**src/hw/fbcd_map.vh**
```
// Constants for the host-side flash command sequencer.
// Assumes an asynchronous x16 NOR flash behind a simple bus-cycle engine.
// How it works
// - Write F0 anywhere returns device to reading
// - Status read: 70 at 555, then read
// - Status clear: single 71 at 555
// - Word program: AA, 55, A0, then data
// - Buffer load: unlock, 25, count, then pairs
// - Confirm buffer with 29 at sector address
`ifndef FBCD_MAP_VH
`define FBCD_MAP_VH
// ==========================================================
// Command codes and unlock addresses
`define FBCD_ADDR_UNLOCK1 12'h555
`define FBCD_ADDR_UNLOCK2 12'h2AA
`define FBCD_DATA_UNLOCK1 16'h00AA
`define FBCD_DATA_UNLOCK2 16'h0055
`define FBCD_CMD_RESET 16'h00F0
`define FBCD_CMD_SR_READ 16'h0070
`define FBCD_CMD_SR_CLEAR 16'h0071
`define FBCD_CMD_PROGRAM 16'h00A0
`define FBCD_CMD_WB_LOAD 16'h0025
`define FBCD_CMD_WB_CONFIRM 16'h0029
// ==========================================================
// Operation selectors on the host command port
`define FBCD_OP_RESET 3'h0
`define FBCD_OP_SR_READ 3'h1
`define FBCD_OP_SR_CLEAR 3'h2
`define FBCD_OP_PROGRAM 3'h3
`define FBCD_OP_WB_START 3'h4
`define FBCD_OP_WB_WORD 3'h5
`define FBCD_OP_WB_CONFIRM 3'h6
`define FBCD_OP_READ 3'h7
// ==========================================================
// Bus timing, in ns and derived 8 ns cycles (least times round up)
`define FBCD_CLK_NS 8
`define FBCD_T_WP_NS 35
`define FBCD_T_WP_CYC ((`FBCD_T_WP_NS + `FBCD_CLK_NS - 1) / `FBCD_CLK_NS)
`define FBCD_T_ACC_NS 100
`define FBCD_T_ACC_CYC ((`FBCD_T_ACC_NS + `FBCD_CLK_NS - 1) / `FBCD_CLK_NS)
`endif

```
**src/hw/fbcd_host.v**
```verilog
// Host-side controller that turns simple operations into flash bus cycles.
// Assumes the flash pins are synchronous to i_clock and tied through a
// bench model; data bus is split into out, in and output enable.
`timescale 1ns/1ps
`include "fbcd_map.vh"

module fbcd_host #(
    parameter AW = 26,
    parameter WP_CYC = `FBCD_T_WP_CYC,
    parameter ACC_CYC = `FBCD_T_ACC_CYC
) (
    input wire i_clock,
    input wire i_nrst,
    input wire i_req,
    input wire [2:0] i_op,
    input wire [AW-1:0] i_addr,
    input wire [15:0] i_data,
    output reg o_busy,
    output reg o_done,
    output reg [15:0] o_rdata,
    output reg [AW-1:0] o_flash_addr,
    output reg [15:0] o_flash_dq,
    output reg o_flash_dq_oe,
    input wire [15:0] i_flash_dq,
    output reg o_flash_ce_n,
    output reg o_flash_we_n,
    output reg o_flash_oe_n
);

// ==========================================================
// Reset release
reg rst_s1;
reg rst_n;
always @(posedge i_clock or negedge i_nrst) begin
    if (!i_nrst) begin
        rst_s1 <= 1'b0;
        rst_n <= 1'b0;
    end else begin
        rst_s1 <= 1'b1;
        rst_n <= rst_s1;
    end
end

// ==========================================================
// Sequencer state
localparam ST_IDLE = 2'h0;
localparam ST_SETUP = 2'h1;
localparam ST_PULSE = 2'h2;
localparam ST_GAP = 2'h3;
// Gap cycle also gives the data bus a turn-around before any read

reg [1:0] state;
reg [2:0] step;
reg [2:0] last;
reg [2:0] op;
reg [AW-1:0] addr;
reg [15:0] data;
reg [7:0] cnt;
reg rd;

// Unlock cycles drive the upper address bits as zero; the flash only
// looks at the low bits of a command address.
// Cycle table: address and data of bus cycle 'step' for the latched op
reg [AW-1:0] cyc_addr;
reg [15:0] cyc_data;
reg cyc_rd;
always @* begin
    cyc_addr = {{(AW-12){1'b0}}, `FBCD_ADDR_UNLOCK1};
    cyc_data = data;
    cyc_rd = 1'b0;
    case (op)
        `FBCD_OP_RESET: begin
            cyc_data = `FBCD_CMD_RESET;
        end
        `FBCD_OP_SR_READ: begin
            if (step == 3'h0) begin
                cyc_data = `FBCD_CMD_SR_READ;
            end else begin
                cyc_addr = addr;
                cyc_rd = 1'b1;
            end
        end
        `FBCD_OP_SR_CLEAR: begin
            cyc_data = `FBCD_CMD_SR_CLEAR;
        end
        `FBCD_OP_PROGRAM, `FBCD_OP_WB_START: begin
            case (step)
                3'h0: cyc_data = `FBCD_DATA_UNLOCK1;
                3'h1: begin
                    cyc_addr = {{(AW-12){1'b0}}, `FBCD_ADDR_UNLOCK2};
                    cyc_data = `FBCD_DATA_UNLOCK2;
                end
                3'h2: begin
                    if (op == `FBCD_OP_PROGRAM) begin
                        cyc_data = `FBCD_CMD_PROGRAM;
                    end else begin
                        cyc_addr = addr;
                        cyc_data = `FBCD_CMD_WB_LOAD;
                    end
                end
                default: begin
                    cyc_addr = addr; // (data or word count)
                    cyc_data = data;
                end
            endcase
        end
        `FBCD_OP_WB_WORD: begin
            cyc_addr = addr;
        end
        `FBCD_OP_WB_CONFIRM: begin
            cyc_addr = addr;
            cyc_data = `FBCD_CMD_WB_CONFIRM;
        end
        default: begin
            cyc_addr = addr;
            cyc_rd = 1'b1;
        end
    endcase
end

// Status read is a write then a read; program and load take four writes
// Number of bus cycles per op, minus one
reg [2:0] op_last;
always @* begin
    case (i_op)
        `FBCD_OP_SR_READ: op_last = 3'h1;
        `FBCD_OP_PROGRAM: op_last = 3'h3;
        `FBCD_OP_WB_START: op_last = 3'h3;
        default: op_last = 3'h0;
    endcase
end

// ==========================================================
// Bus-cycle engine: setup, strobe for WP_CYC or ACC_CYC, then gap
// Limitations: a sequence is never cut short once taken; the caller
// recovers a confused flash with op 0, which sends the reset code.
// Completion of an embedded program is not tracked here: the caller
// polls with op 1 and reads the status bits itself.
// Writes to the device's non-volatile registers wear the whole register
// array, so callers should batch them; nothing here issues them.
// One bus cycle costs 2 + WP_CYC (write) or 2 + ACC_CYC (read) clocks.
always @(posedge i_clock or negedge rst_n) begin
    if (!rst_n) begin
        state <= ST_IDLE;
        step <= 3'h0;
        last <= 3'h0;
        op <= 3'h0;
        addr <= {AW{1'b0}};
        data <= 16'h0000;
        cnt <= 8'h00;
        rd <= 1'b0;
        o_busy <= 1'b0;
        o_done <= 1'b0;
        o_rdata <= 16'h0000;
        o_flash_addr <= {AW{1'b0}};
        o_flash_dq <= 16'h0000;
        o_flash_dq_oe <= 1'b0;
        o_flash_ce_n <= 1'b1;
        o_flash_we_n <= 1'b1;
        o_flash_oe_n <= 1'b1;
    end else begin
        o_done <= 1'b0;
        case (state)
            ST_IDLE: begin
                if (i_req) begin
                    op <= i_op;
                    addr <= i_addr;
                    data <= i_data;
                    last <= op_last;
                    step <= 3'h0;
                    o_busy <= 1'b1;
                    state <= ST_SETUP;
                end
            end
            ST_SETUP: begin
                // Address, data and strobes launch together; the latch is on the strobe's rise
                o_flash_addr <= cyc_addr;
                o_flash_dq <= cyc_data;
                o_flash_dq_oe <= ~cyc_rd;
                rd <= cyc_rd;
                o_flash_ce_n <= 1'b0;
                o_flash_we_n <= cyc_rd;
                o_flash_oe_n <= ~cyc_rd;
                cnt <= cyc_rd ? ACC_CYC[7:0] : WP_CYC[7:0];
                state <= ST_PULSE;
            end
            ST_PULSE: begin
                if (cnt > 8'h01) begin
                    cnt <= cnt - 8'h01;
                end else begin
                    if (rd) begin
                        o_rdata <= i_flash_dq;
                    end
                    // Rising write strobe latches the command in the flash;
                    // chip enable stays low one more cycle so the latch
                    // never races the chip enable release
                    o_flash_we_n <= 1'b1;
                    o_flash_oe_n <= 1'b1;
                    state <= ST_GAP;
                end
            end
            default: begin
                // Hold data one cycle past the strobe edge, then next cycle
                o_flash_dq_oe <= 1'b0;
                o_flash_ce_n <= 1'b1; // Deselect after the write has latched
                if (step == last) begin
                    o_busy <= 1'b0;
                    o_done <= 1'b1;
                    state <= ST_IDLE;
                end else begin
                    step <= step + 3'h1;
                    state <= ST_SETUP;
                end
            end
        endcase
    end
end

endmodule

```
**config.mk**
```make
export PLATFORM = sky130hd
export DESIGN_NAME = fbcd_host
export DESIGN_NICKNAME = d
export VERILOG_FILES = /design/src/hw/fbcd_host.v
export VERILOG_INCLUDE_DIRS = /design/src /design/src/hw
export SDC_FILE = /design/constraint.sdc
export NUM_CORES = 1
export LEC_CHECK = 0
export BUFFER_PORTS_ARGS = -buffer_cell sky130_fd_sc_hd__buf_2
export CELL_PAD_IN_SITES_DETAIL_PLACEMENT = 0
export CELL_PAD_IN_SITES_GLOBAL_PLACEMENT = 1
export CORE_MARGIN = 3
export CORE_UTILIZATION = 46
export CTS_CLUSTER_DIAMETER = 150
export CTS_CLUSTER_SIZE = 25
export DETAILED_ROUTE_END_ITERATION = 7
export GPL_ROUTABILITY_DRIVEN = 0
export HOLD_SLACK_MARGIN = 0.08
export PLACE_DENSITY_LB_ADDON = 0.1
export SETUP_SLACK_MARGIN = 0.05
export SYNTH_ARGS = -nofsm -noshare
export SYNTH_HDL_FRONTEND = slang
export SYNTH_SLANG_ARGS = --single-unit
```
**constraint.sdc**
```tcl
create_clock -name i_clock -period 6.2 [get_ports i_clock]
set_input_delay 0.31 -clock i_clock [delete_from_list [all_inputs] [get_ports i_clock]]
set_output_delay 0.31 -clock i_clock [all_outputs]
set_load 0.01 [all_outputs]
```
==> flow_summary.yaml, run 1 <==
clocking:
  cts_sinks: 127
  cts_post_setup_buffers_inserted: 0
  clockBufferDepth: 2
  htreeDepth: 4
  insertion_delay_ns: 0.42
  cts_hold_buffers: 1
  cts_buffers: 17
  clkTransAtPathRegs_ns: 0.06
  root_buffer: "clkbuf_16"
  cts_tree: "yes"
  cts_resized: 0
detailed_routing:
  wl_per_cell_um: 16.4
  drtIter0Drc: 246
  via_count: 4412
  drc_errors: 0
  first_pass_iters: 6
  ant_nets: 0
  routed_via_density: 5.47
  routed_wirelength_mm: 13.2
yosys:
  synthArstFlopShare_pct: 100
  yosysSeqAreaShare_pct: 53.5
  syn_nets: 584
  synth_top_flop_cell: "dfrtp_1"
  ys_seq_elements: 127
  syn_area_mm2: 0.00594
  synth_cells: 510
  synth_edf_count: 0
  syn_area_per_cell_um2: 11.7
  yosysWarnings: 0
  synth.distinct_cells: 69
placed_design:
  dpl.hpwl_mm: 8.94
  io_buffers: 127
  placed_area_mm2: 0.00666
final_layout:
  fin_nets: 699
  area_delta_synth_final_pct: 23.0
  antennaDiodeCount: 0
  nFillCells: 1093
  layout-drive-gt1-share_pct: 38.2
  postLayoutCellArea_mm2: 0.00731
floorplanning:
  io_pins: 128
  dieArea_mm2: 0.0143
  die_w_um: 120
  core_area_mm2: 0.0123
  rows: 40
  initial_core_util_pct: 48.3
  die_y_um: 120
global_routing:
  antenna_found_initial: 0
  grt_usage_pct: 19.7
  grt_pass1_vias: 4494
  grt_pass1_wl_mm: 22.5
  grt_start_max_net_pins: 70
  grt_overflow: 0
sta:
  worstMarginPinSlew_ns: 1.16
  final-setup-viol-count: 0
  setup-tns-final_ns: 0
  max_freq_mhz: 346
  skew_ns: 0.00927
  timing.slew.headroom_pct: 22.6
  timing_hold_violations_final: 0
  rsz0062_at_grt: "no"
  period_share_pct: 46.6
  min_period_ns: 2.89
  drv_slew: 0
setup_path:
  crit_fanout: 15
  critPathLaunchType: "flop"
  critPathKind: "reg2reg"
  arrival_ns: 3.14
  critPathRequiredTime_ns: 6.45
  crit_path_end_kind: "flop"
pwr:
  sw_frac_of_total_pct: 36.9
  combPwrFrac_pct: 38.5
  p_sw_uw: 1550
  total_power_uw: 4210
  power.share.clock_pct: 25.6
  leakage_uw: 0.00340
  ir_drop_mv: 0.250
  internal-power_uw: 2660
  powerDensity_mw_per_mm2: 575
  p_seq_share_pct: 35.9
job:
  cap_violations: 0
worst_hold_path:
  hold_class: "in2reg"
outcome:
  outcome: "complete, no violations"
==> flip-flops by register name, indices dropped and copies added (netlist names), 3 cells and up <==
name / count
op: 3
o_rdata: 16
o_flash_dq: 16
step: 3
data: 16
o_flash_addr: 26
cnt: 8
addr: 26
==> area by class of cell <==
class                   count  area [um2]  area share (%)
inverters                  13        48.8           0.667
flip-flops and latches    127        3190            43.6
clock buffers              18         429            5.87
multi-input cells         335        2560            35.0
repair buffers            131         668            9.13
clock inverters            14         214            2.93
well taps                 168         210            2.87
==> worst max-delay path, stage by stage, from the launching register on <==
cell,delay (ns)
dfrtp_1,0.43
inv_1,0.14
ha_1,0.45
nand2b_1,0.31
a21o_1,0.29
a221oi_2,0.97
nor2_1,0.13
==> Yosys cell counts (4+ instances only) <==
library cell	instances	area, um2
a21oi_1	22	110
nand2_1	14	52.6
nand3_1	9	45.0
clkbuf_1	27	101
buf_2	4	20.0
a31oi_1	7	43.8
mux2_2	53	597
o221a_2	5	56.3
nor2_1	41	154
ha_1	10	125
dfrtp_1	124	3100
a22o_1	10	87.6
nor2b_1	8	50.1
mux2_4	10	150
nor3_1	11	55.1
nand2b_1	5	31.3
mux2i_1	18	180
o21ai_0	35	175
inv_1	12	45.0
o22a_1	4	35.0
==> per-layer routing <==
metal	vias to the layer above	wire length, um	global-route usage, %
met3	21	834	4.76
met2	153	5980	29.7
met4	0	204	7.87
met5	-	0	0
met1	2137	6230	27.5
li1	2101	-	-
==> final timing paths <==
| check | cells past startpoint | slack, ns | endpoint | start |
|---|---|---|---|---|
| worst max register to register | 6 | 3.31 | o_flash_addr[23] | step[0] |
| worst min-delay path | 2 | 0.12 | data[9] | i_data[9] |
| worst max-delay path | 6 | 3.31 | o_flash_addr[23] | step[0] |
| min in group asynchronous | 2 | 0.21 | rst_n | i_nrst |
| worst min register to register | 0 | 0.35 | rst_n | rst_s1 |
| max in group asynchronous | 1 | 4.43 | addr[2] | rst_n |
==> kinds of logic (layout without fill, tap and decap cells) <==
logic type / after synthesis / after routing / share of synthesized area (%)
compound gates: 124 / 124 / 14.6
simple gates: 115 / 115 / 9.98
xor+xnor: 4 / 4 / 0.589
mux: 81 / 81 / 15.6
buf+inv: 48 / 176 / 3.52
flops: 127 / 127 / 53.5
other cells: 1 / 1 / 0.0631
fa+ha+maj: 10 / 10 / 2.10
==> layout by cell type, fill, tap and decap left out, types with 11 or more instances in the layout <==
| master | synthesis | layout |
|---|---|---|
| mux2_2 | 53 | 53 |
| inv_1 | 12 | 12 |
| nand2_1 | 14 | 13 |
| nor3_1 | 11 | 11 |
| buf_2 | 4 | 127 |
| nor2_1 | 41 | 41 |
| a21oi_1 | 22 | 22 |
| clkbuf_16 | 0 | 17 |
| mux2i_1 | 18 | 18 |
| dfrtp_1 | 124 | 123 |
| o21ai_0 | 35 | 35 |
==> power by group through the flow <==
stage | Sequential (uW) | Clock [uW] | Combinational (uW)
2_1_floorplan | 1470 | 0 | 1190
3_3_place_gp | 1510 | 0 | 1600
3_5_place_dp | 1520 | 0 | 1630
4_1_cts | 1510 | 1100 | 1630
5_1_grt | 1580 | 1130 | 1810
6_report | 1510 | 1080 | 1620
==> per-stage QoR <==
stage / utilization [%] / hold WS (ns) / instances / setup slack, ns
6_report: 59.4 / 0.123 / 806 / 3.31
5_1_grt: 59.4 / 0.111 / 806 / 3.03
4_1_cts: 59.4 / 0.106 / 806 / 3.32
3_5_place_dp: 54.1 / 0.0968 / 773 / 3.35
3_3_place_gp: 54.1 / 0.0941 / 773 / 3.49
2_1_floorplan: - / 0.0144 / 510 / 2.41
Power figures use the tool's default switching activity.
==> run 2, diff against run 1 <==
ABC_AREA = 1   (was default)
CORE_UTILIZATION = 36   (was 46)
clock period = 2.56 ns   (was 6.2 ns; I/O delays follow)
==> flow_summary.yaml, run 2 <==
final_layout:
  ff_latch_area_mm2: 0.00319
  final_common_cell: "nand2_1"
  fin_nets: 1004
  antennaDiodeCount: 0
  area_delta_synth_final_pct: 35.0
  layout-drive-gt1-share_pct: 22.2
  multi_input_area_mm2: 0.00237
  reg.largest.list: "addr (26), o_flash_addr (26)"
  nFillCells: 1614
  layout_common_cells: "nand2_1, buf_2, dfrtp_1, dlygate4sd3_1, inv_1"
  postLayoutCellArea_mm2: 0.00800
sta:
  period_share_pct: 80.8
  timing.slew.headroom_pct: 55.7
  rsz0062_at_grt: "no"
  min_period_ns: 2.07
  max_freq_mhz: 483
  drv_slew: 0
  final-setup-viol-count: 0
  skew_ns: 0.00976
  setup-tns-final_ns: 0
  timing_hold_violations_final: 0
  worstMarginPinSlew_ns: 0.664
detailed_routing:
  drc_errors: 0
  ant_nets: 0
  drtIter0Drc: 312
  routed_via_density: 4.50
  first_pass_iters: 6
  routed_wirelength_mm: 14.9
  wl_per_cell_um: 12.8
  via_count: 5218
clocking:
  cts_buffers: 17
  cts_hold_buffers: 63
  clkTransAtPathRegs_ns: 0.06
  insertion_delay_ns: 0.41
  cts_post_setup_buffers_inserted: 0
  clockBufferDepth: 2
  cts_tree: "yes"
  cts_resized: 0
  htreeDepth: 4
  root_buffer: "clkbuf_16"
  cts_sinks: 127
outcome:
  outcome: "complete, no violations"
yosys:
  yosys-top-cells-count: "nand2_1, dfrtp_1, inv_1"
  synth_edf_count: 0
  yosysSeqAreaShare_pct: 53.7
  ys_seq_elements: 127
  synth_top_flop_cell: "dfrtp_1"
  synth_cells: 738
  synth_top_area_share_pct: 52.4
  synth_largest_area_cell: "dfrtp_1"
  syn_area_mm2: 0.00593
  synth.distinct_cells: 31
  syn_area_per_cell_um2: 8.03
  synth.most_common_cell: "nand2_1"
  syn_nets: 812
  yosysWarnings: 0
  synthArstFlopShare_pct: 100
  synthTopCellsByArea: "dfrtp_1, nand2_1, o21ai_0"
placed_design:
  placed_area_mm2: 0.00679
  dpl.hpwl_mm: 10.6
  io_buffers: 127
pwr:
  p_sw_uw: 4130
  combPwrFrac_pct: 42.3
  power.share.clock_pct: 23.6
  total_power_uw: 10000
  sw_frac_of_total_pct: 41.2
  powerDensity_mw_per_mm2: 1250
  leakage_uw: 0.00422
  ir_drop_mv: 0.577
  internal-power_uw: 5910
  p_seq_share_pct: 34.2
global_routing:
  grt_pass1_vias: 5269
  globalRouteMet2Util_pct: 28.2
  grt_usage_pct: 17.2
  grt_overflow: 0
  grt_pass1_wl_mm: 25.1
  grt_start_max_net_pins: 48
  grtUsageMet3_pct: 4.46
  grt.met1_usage_pct: 22.6
  antenna_found_initial: 0
  grt-busiest-layer: "met2"
worst_hold_path:
  hold_class: "in2reg"
setup_path:
  crit_fanout: 15
  critPathLaunchType: "flop"
  critPathRequiredTime_ns: 2.82
  rrSetupSlack_ns: 0.49
  arrival_ns: 2.33
  crit_path_end_kind: "flop"
  critPathKind: "reg2reg"
floorplanning:
  die_w_um: 134
  die_y_um: 134
  initial_core_util_pct: 37.0
  dieArea_mm2: 0.0180
  core_area_mm2: 0.0160
  io_pins: 128
  rows: 46
job:
  cap_violations: 0
-- run 2: critical path, cell delays in order (launching register included) --
cell and delay [ns]:
dfrtp_1 0.41, inv_1 0.14, ha_1 0.22, nand2_2 0.19, nand3_1 0.18, nand2_2 0.14, a21oi_4 0.48, o21ai_0 0.17
-- run 2: layout make-up --
type	instances	share of cell area, %
Sequential cell	127	39.8
Multi-Input combinational cell	520	29.6
Timing Repair Buffer	199	16.8
Clock buffer	22	5.92
Tap cell	216	3.38
Inverter	65	3.05
Clock inverter	10	1.39
-- run 2: final timing paths --
path,start,endpoint,cells past startpoint
max,step[0],o_flash_addr[13],7
min,i_req,step[2],5
max reg2reg,step[0],o_flash_addr[13],7
min reg2reg,rst_s1,rst_n,0
max in group asynchronous,rst_n,o_rdata[12],1
min in group asynchronous,rst_n,o_flash_dq[11],0
-- run 2: cell families (layout without fill, tap and decap cells) --
kind of cell,Yosys count,count (layout),synth area share (%)
other,1,1,0.0633
AND/OR/NAND/NOR,397,397,26.6
buffers and inverters,91,296,6.29
adder cells (fa/ha/maj),10,10,2.11
AO/OA/AOI/OAI,107,107,10.5
flip-flops,127,127,53.7
XOR/XNOR,5,5,0.739
-- run 2: through the flow --
step                      setup WS (ns)  instances  hold WS [ns]  util [%]
after floorplan                   0.447        738        -0.168         -
after global placement            0.586       1064       -0.0877      42.4
after detailed placement          0.509       1064       -0.0859      42.4
after CTS                         0.497       1159         0.118      50.0
after global routing              0.254       1159         0.172      50.0
final                             0.491       1159         0.135      50.0
-- run 2: routing by layer --
layer | vias up | routed length, um
met2 | 115 | 7000
met5 | - | 0
met1 | 2399 | 6960
li1 | 2692 | -
met3 | 12 | 798
met4 | 0 | 127
-- run 2: power groups by stage --
stage / Combinational, uW / Sequential (uW) / Clock [uW]
after detailed placement: 4230 / 3460 / 0
after floorplan: 2900 / 3530 / 0
after global placement: 4150 / 3450 / 0
after CTS: 4310 / 3440 / 2440
final: 4240 / 3430 / 2360
after global routing: 4910 / 3560 / 2540
==> run 3, diff against run 2 <==
clock period = 1.8 ns   (was 2.56 ns; I/O delays follow)
==> flow_summary.yaml, run 3 (same netlist as run 2, synthesis figures left out) <==
detailed_routing:
  ant_nets: 0
  drc_errors: 0
  routed_via_density: 4.62
  wl_per_cell_um: 13.6
  drtIter0Drc: 212
  via_count: 5402
  routed_wirelength_mm: 15.9
  first_pass_iters: 5
clocking:
  htreeDepth: 4
  root_buffer: "clkbuf_16"
  clkTransAtPathRegs_ns: 0.06
  cts_buffers: 17
  cts_tree: "yes"
  cts_sinks: 127
  clockBufferDepth: 2
  insertion_delay_ns: 0.42
floorplanning:
  core_area_mm2: 0.0160
  initial_core_util_pct: 37.0
  io_pins: 128
  dieArea_mm2: 0.0180
  die_y_um: 134
  rows: 46
  die_w_um: 134
sta:
  final-setup-viol-count: 0
  min_period_ns: 1.70
  period_share_pct: 94.4
  rsz0062_at_grt: "yes"
  worst_slack_ns: 0.101
  drv_slew: 0
  skew_ns: 0.00985
  timing_hold_violations_final: 0
  max_freq_mhz: 589
setup_path:
  critPathKind: "reg2reg"
  critPathLaunchType: "flop"
  crit_path_end_kind: "flop"
  crit_fanout: 15
  reg2reg_depth: 8
  critPathRequiredTime_ns: 2.09
  arrival_ns: 1.99
global_routing:
  antenna_found_initial: 0
  grt_usage_pct: 18.0
  grt_start_max_net_pins: 64
  grt_pass1_wl_mm: 26.1
  grt_overflow: 0
  grt_pass1_vias: 5375
worst_hold_path:
  hold_class: "in2reg"
  hold_path_depth: 5
final_layout:
  layout_common_cells: "nand2_1, buf_2, dfrtp_1, dlygate4sd3_1, inv_1"
  fin_util_pct: 51.7
  fin_nets: 1014
  reg.largest.list: "addr (26), o_flash_addr (26)"
  nFillCells: 1597
  antennaDiodeCount: 0
  area_delta_synth_final_pct: 39.4
  final_common_cell: "nand2_1"
  layout-drive-gt1-share_pct: 24.1
placed_design:
  io_buffers: 127
  place_ws_ns: -0.00494
  dpl.hpwl_mm: 10.7
pwr:
  leakage_uw: 0.00434
  ir_drop_mv: 0.840
  powerDensity_mw_per_mm2: 1850
job:
  cap_violations: 0
outcome:
  outcome: "complete, no violations"
run 3: path summary, 6_finish.rpt:
path / from / endpoint / slack, ns
worst min register to register: rst_n / o_flash_addr[25] / 0.26
worst max register to register: step[1] / o_flash_addr[13] / 0.10
worst min-delay path: i_req / step[2] / 0.11
max in group asynchronous: rst_n / o_flash_oe_n / 0.91
min in group asynchronous: rst_n / o_flash_addr[25] / 0.26
worst max-delay path: step[1] / o_flash_addr[13] / 0.10
run 3: where the power goes:
group / switching [uW] / internal (uW) / leakage [uW]
Sequential: 770 / 4110 / 0.00156
Clock: 1300 / 2540 / 0.000328
Combinational: 4100 / 2460 / 0.00246
run 3: metrics by stage:
stage	instances	area (um2)	TNS, ns	hold WS [ns]	power (uW)
after floorplan	738	5930	0	-0.206	9150
after CTS	1167	8200	0	0.0927	15300
after global routing	1169	8260	0	0.154	16600
after detailed placement	1072	6900	-0.00494	-0.124	11300
final	1169	8260	0	0.108	15300
after global placement	1072	6900	0	-0.125	11100
run 3: metal layers:
layer	track usage, %	part of all wire (%)
met2	29.7	48
met3	4.28	4.0
met4	5.49	1.4
met5	0	0
met1	23.4	46
run 3: worst max-delay path, stage by stage (launching register included):
cell,delay (ns)
dfrtp_2,0.44
inv_1,0.10
ha_1,0.21
nand2_2,0.09
nand3_1,0.18
nand2_4,0.12
a21oi_4,0.17
buf_12,0.17
o21ai_0,0.10
run 3: what timing repair did:
action / CTS / global route
hold endpoints to repair: 65 / 0
setup buffers: 0 / 1
hold buffers: 63 / 0
setup endpoints to repair: 9 / 43
gates resized for setup: 2 / 13
pin swaps: 0 / 1
cloned: 0 / 1
run 3: area by class of cell:
cell class	count	area (um2)	share of cell area (%)
sequential	127	3190	38.6
multi-input combinational	520	2410	29.1
timing repair buffer	209	1490	18.1
clock buffer	19	453	5.48
tap	216	270	3.27
inverter	65	244	2.95
clock inverter	13	209	2.53
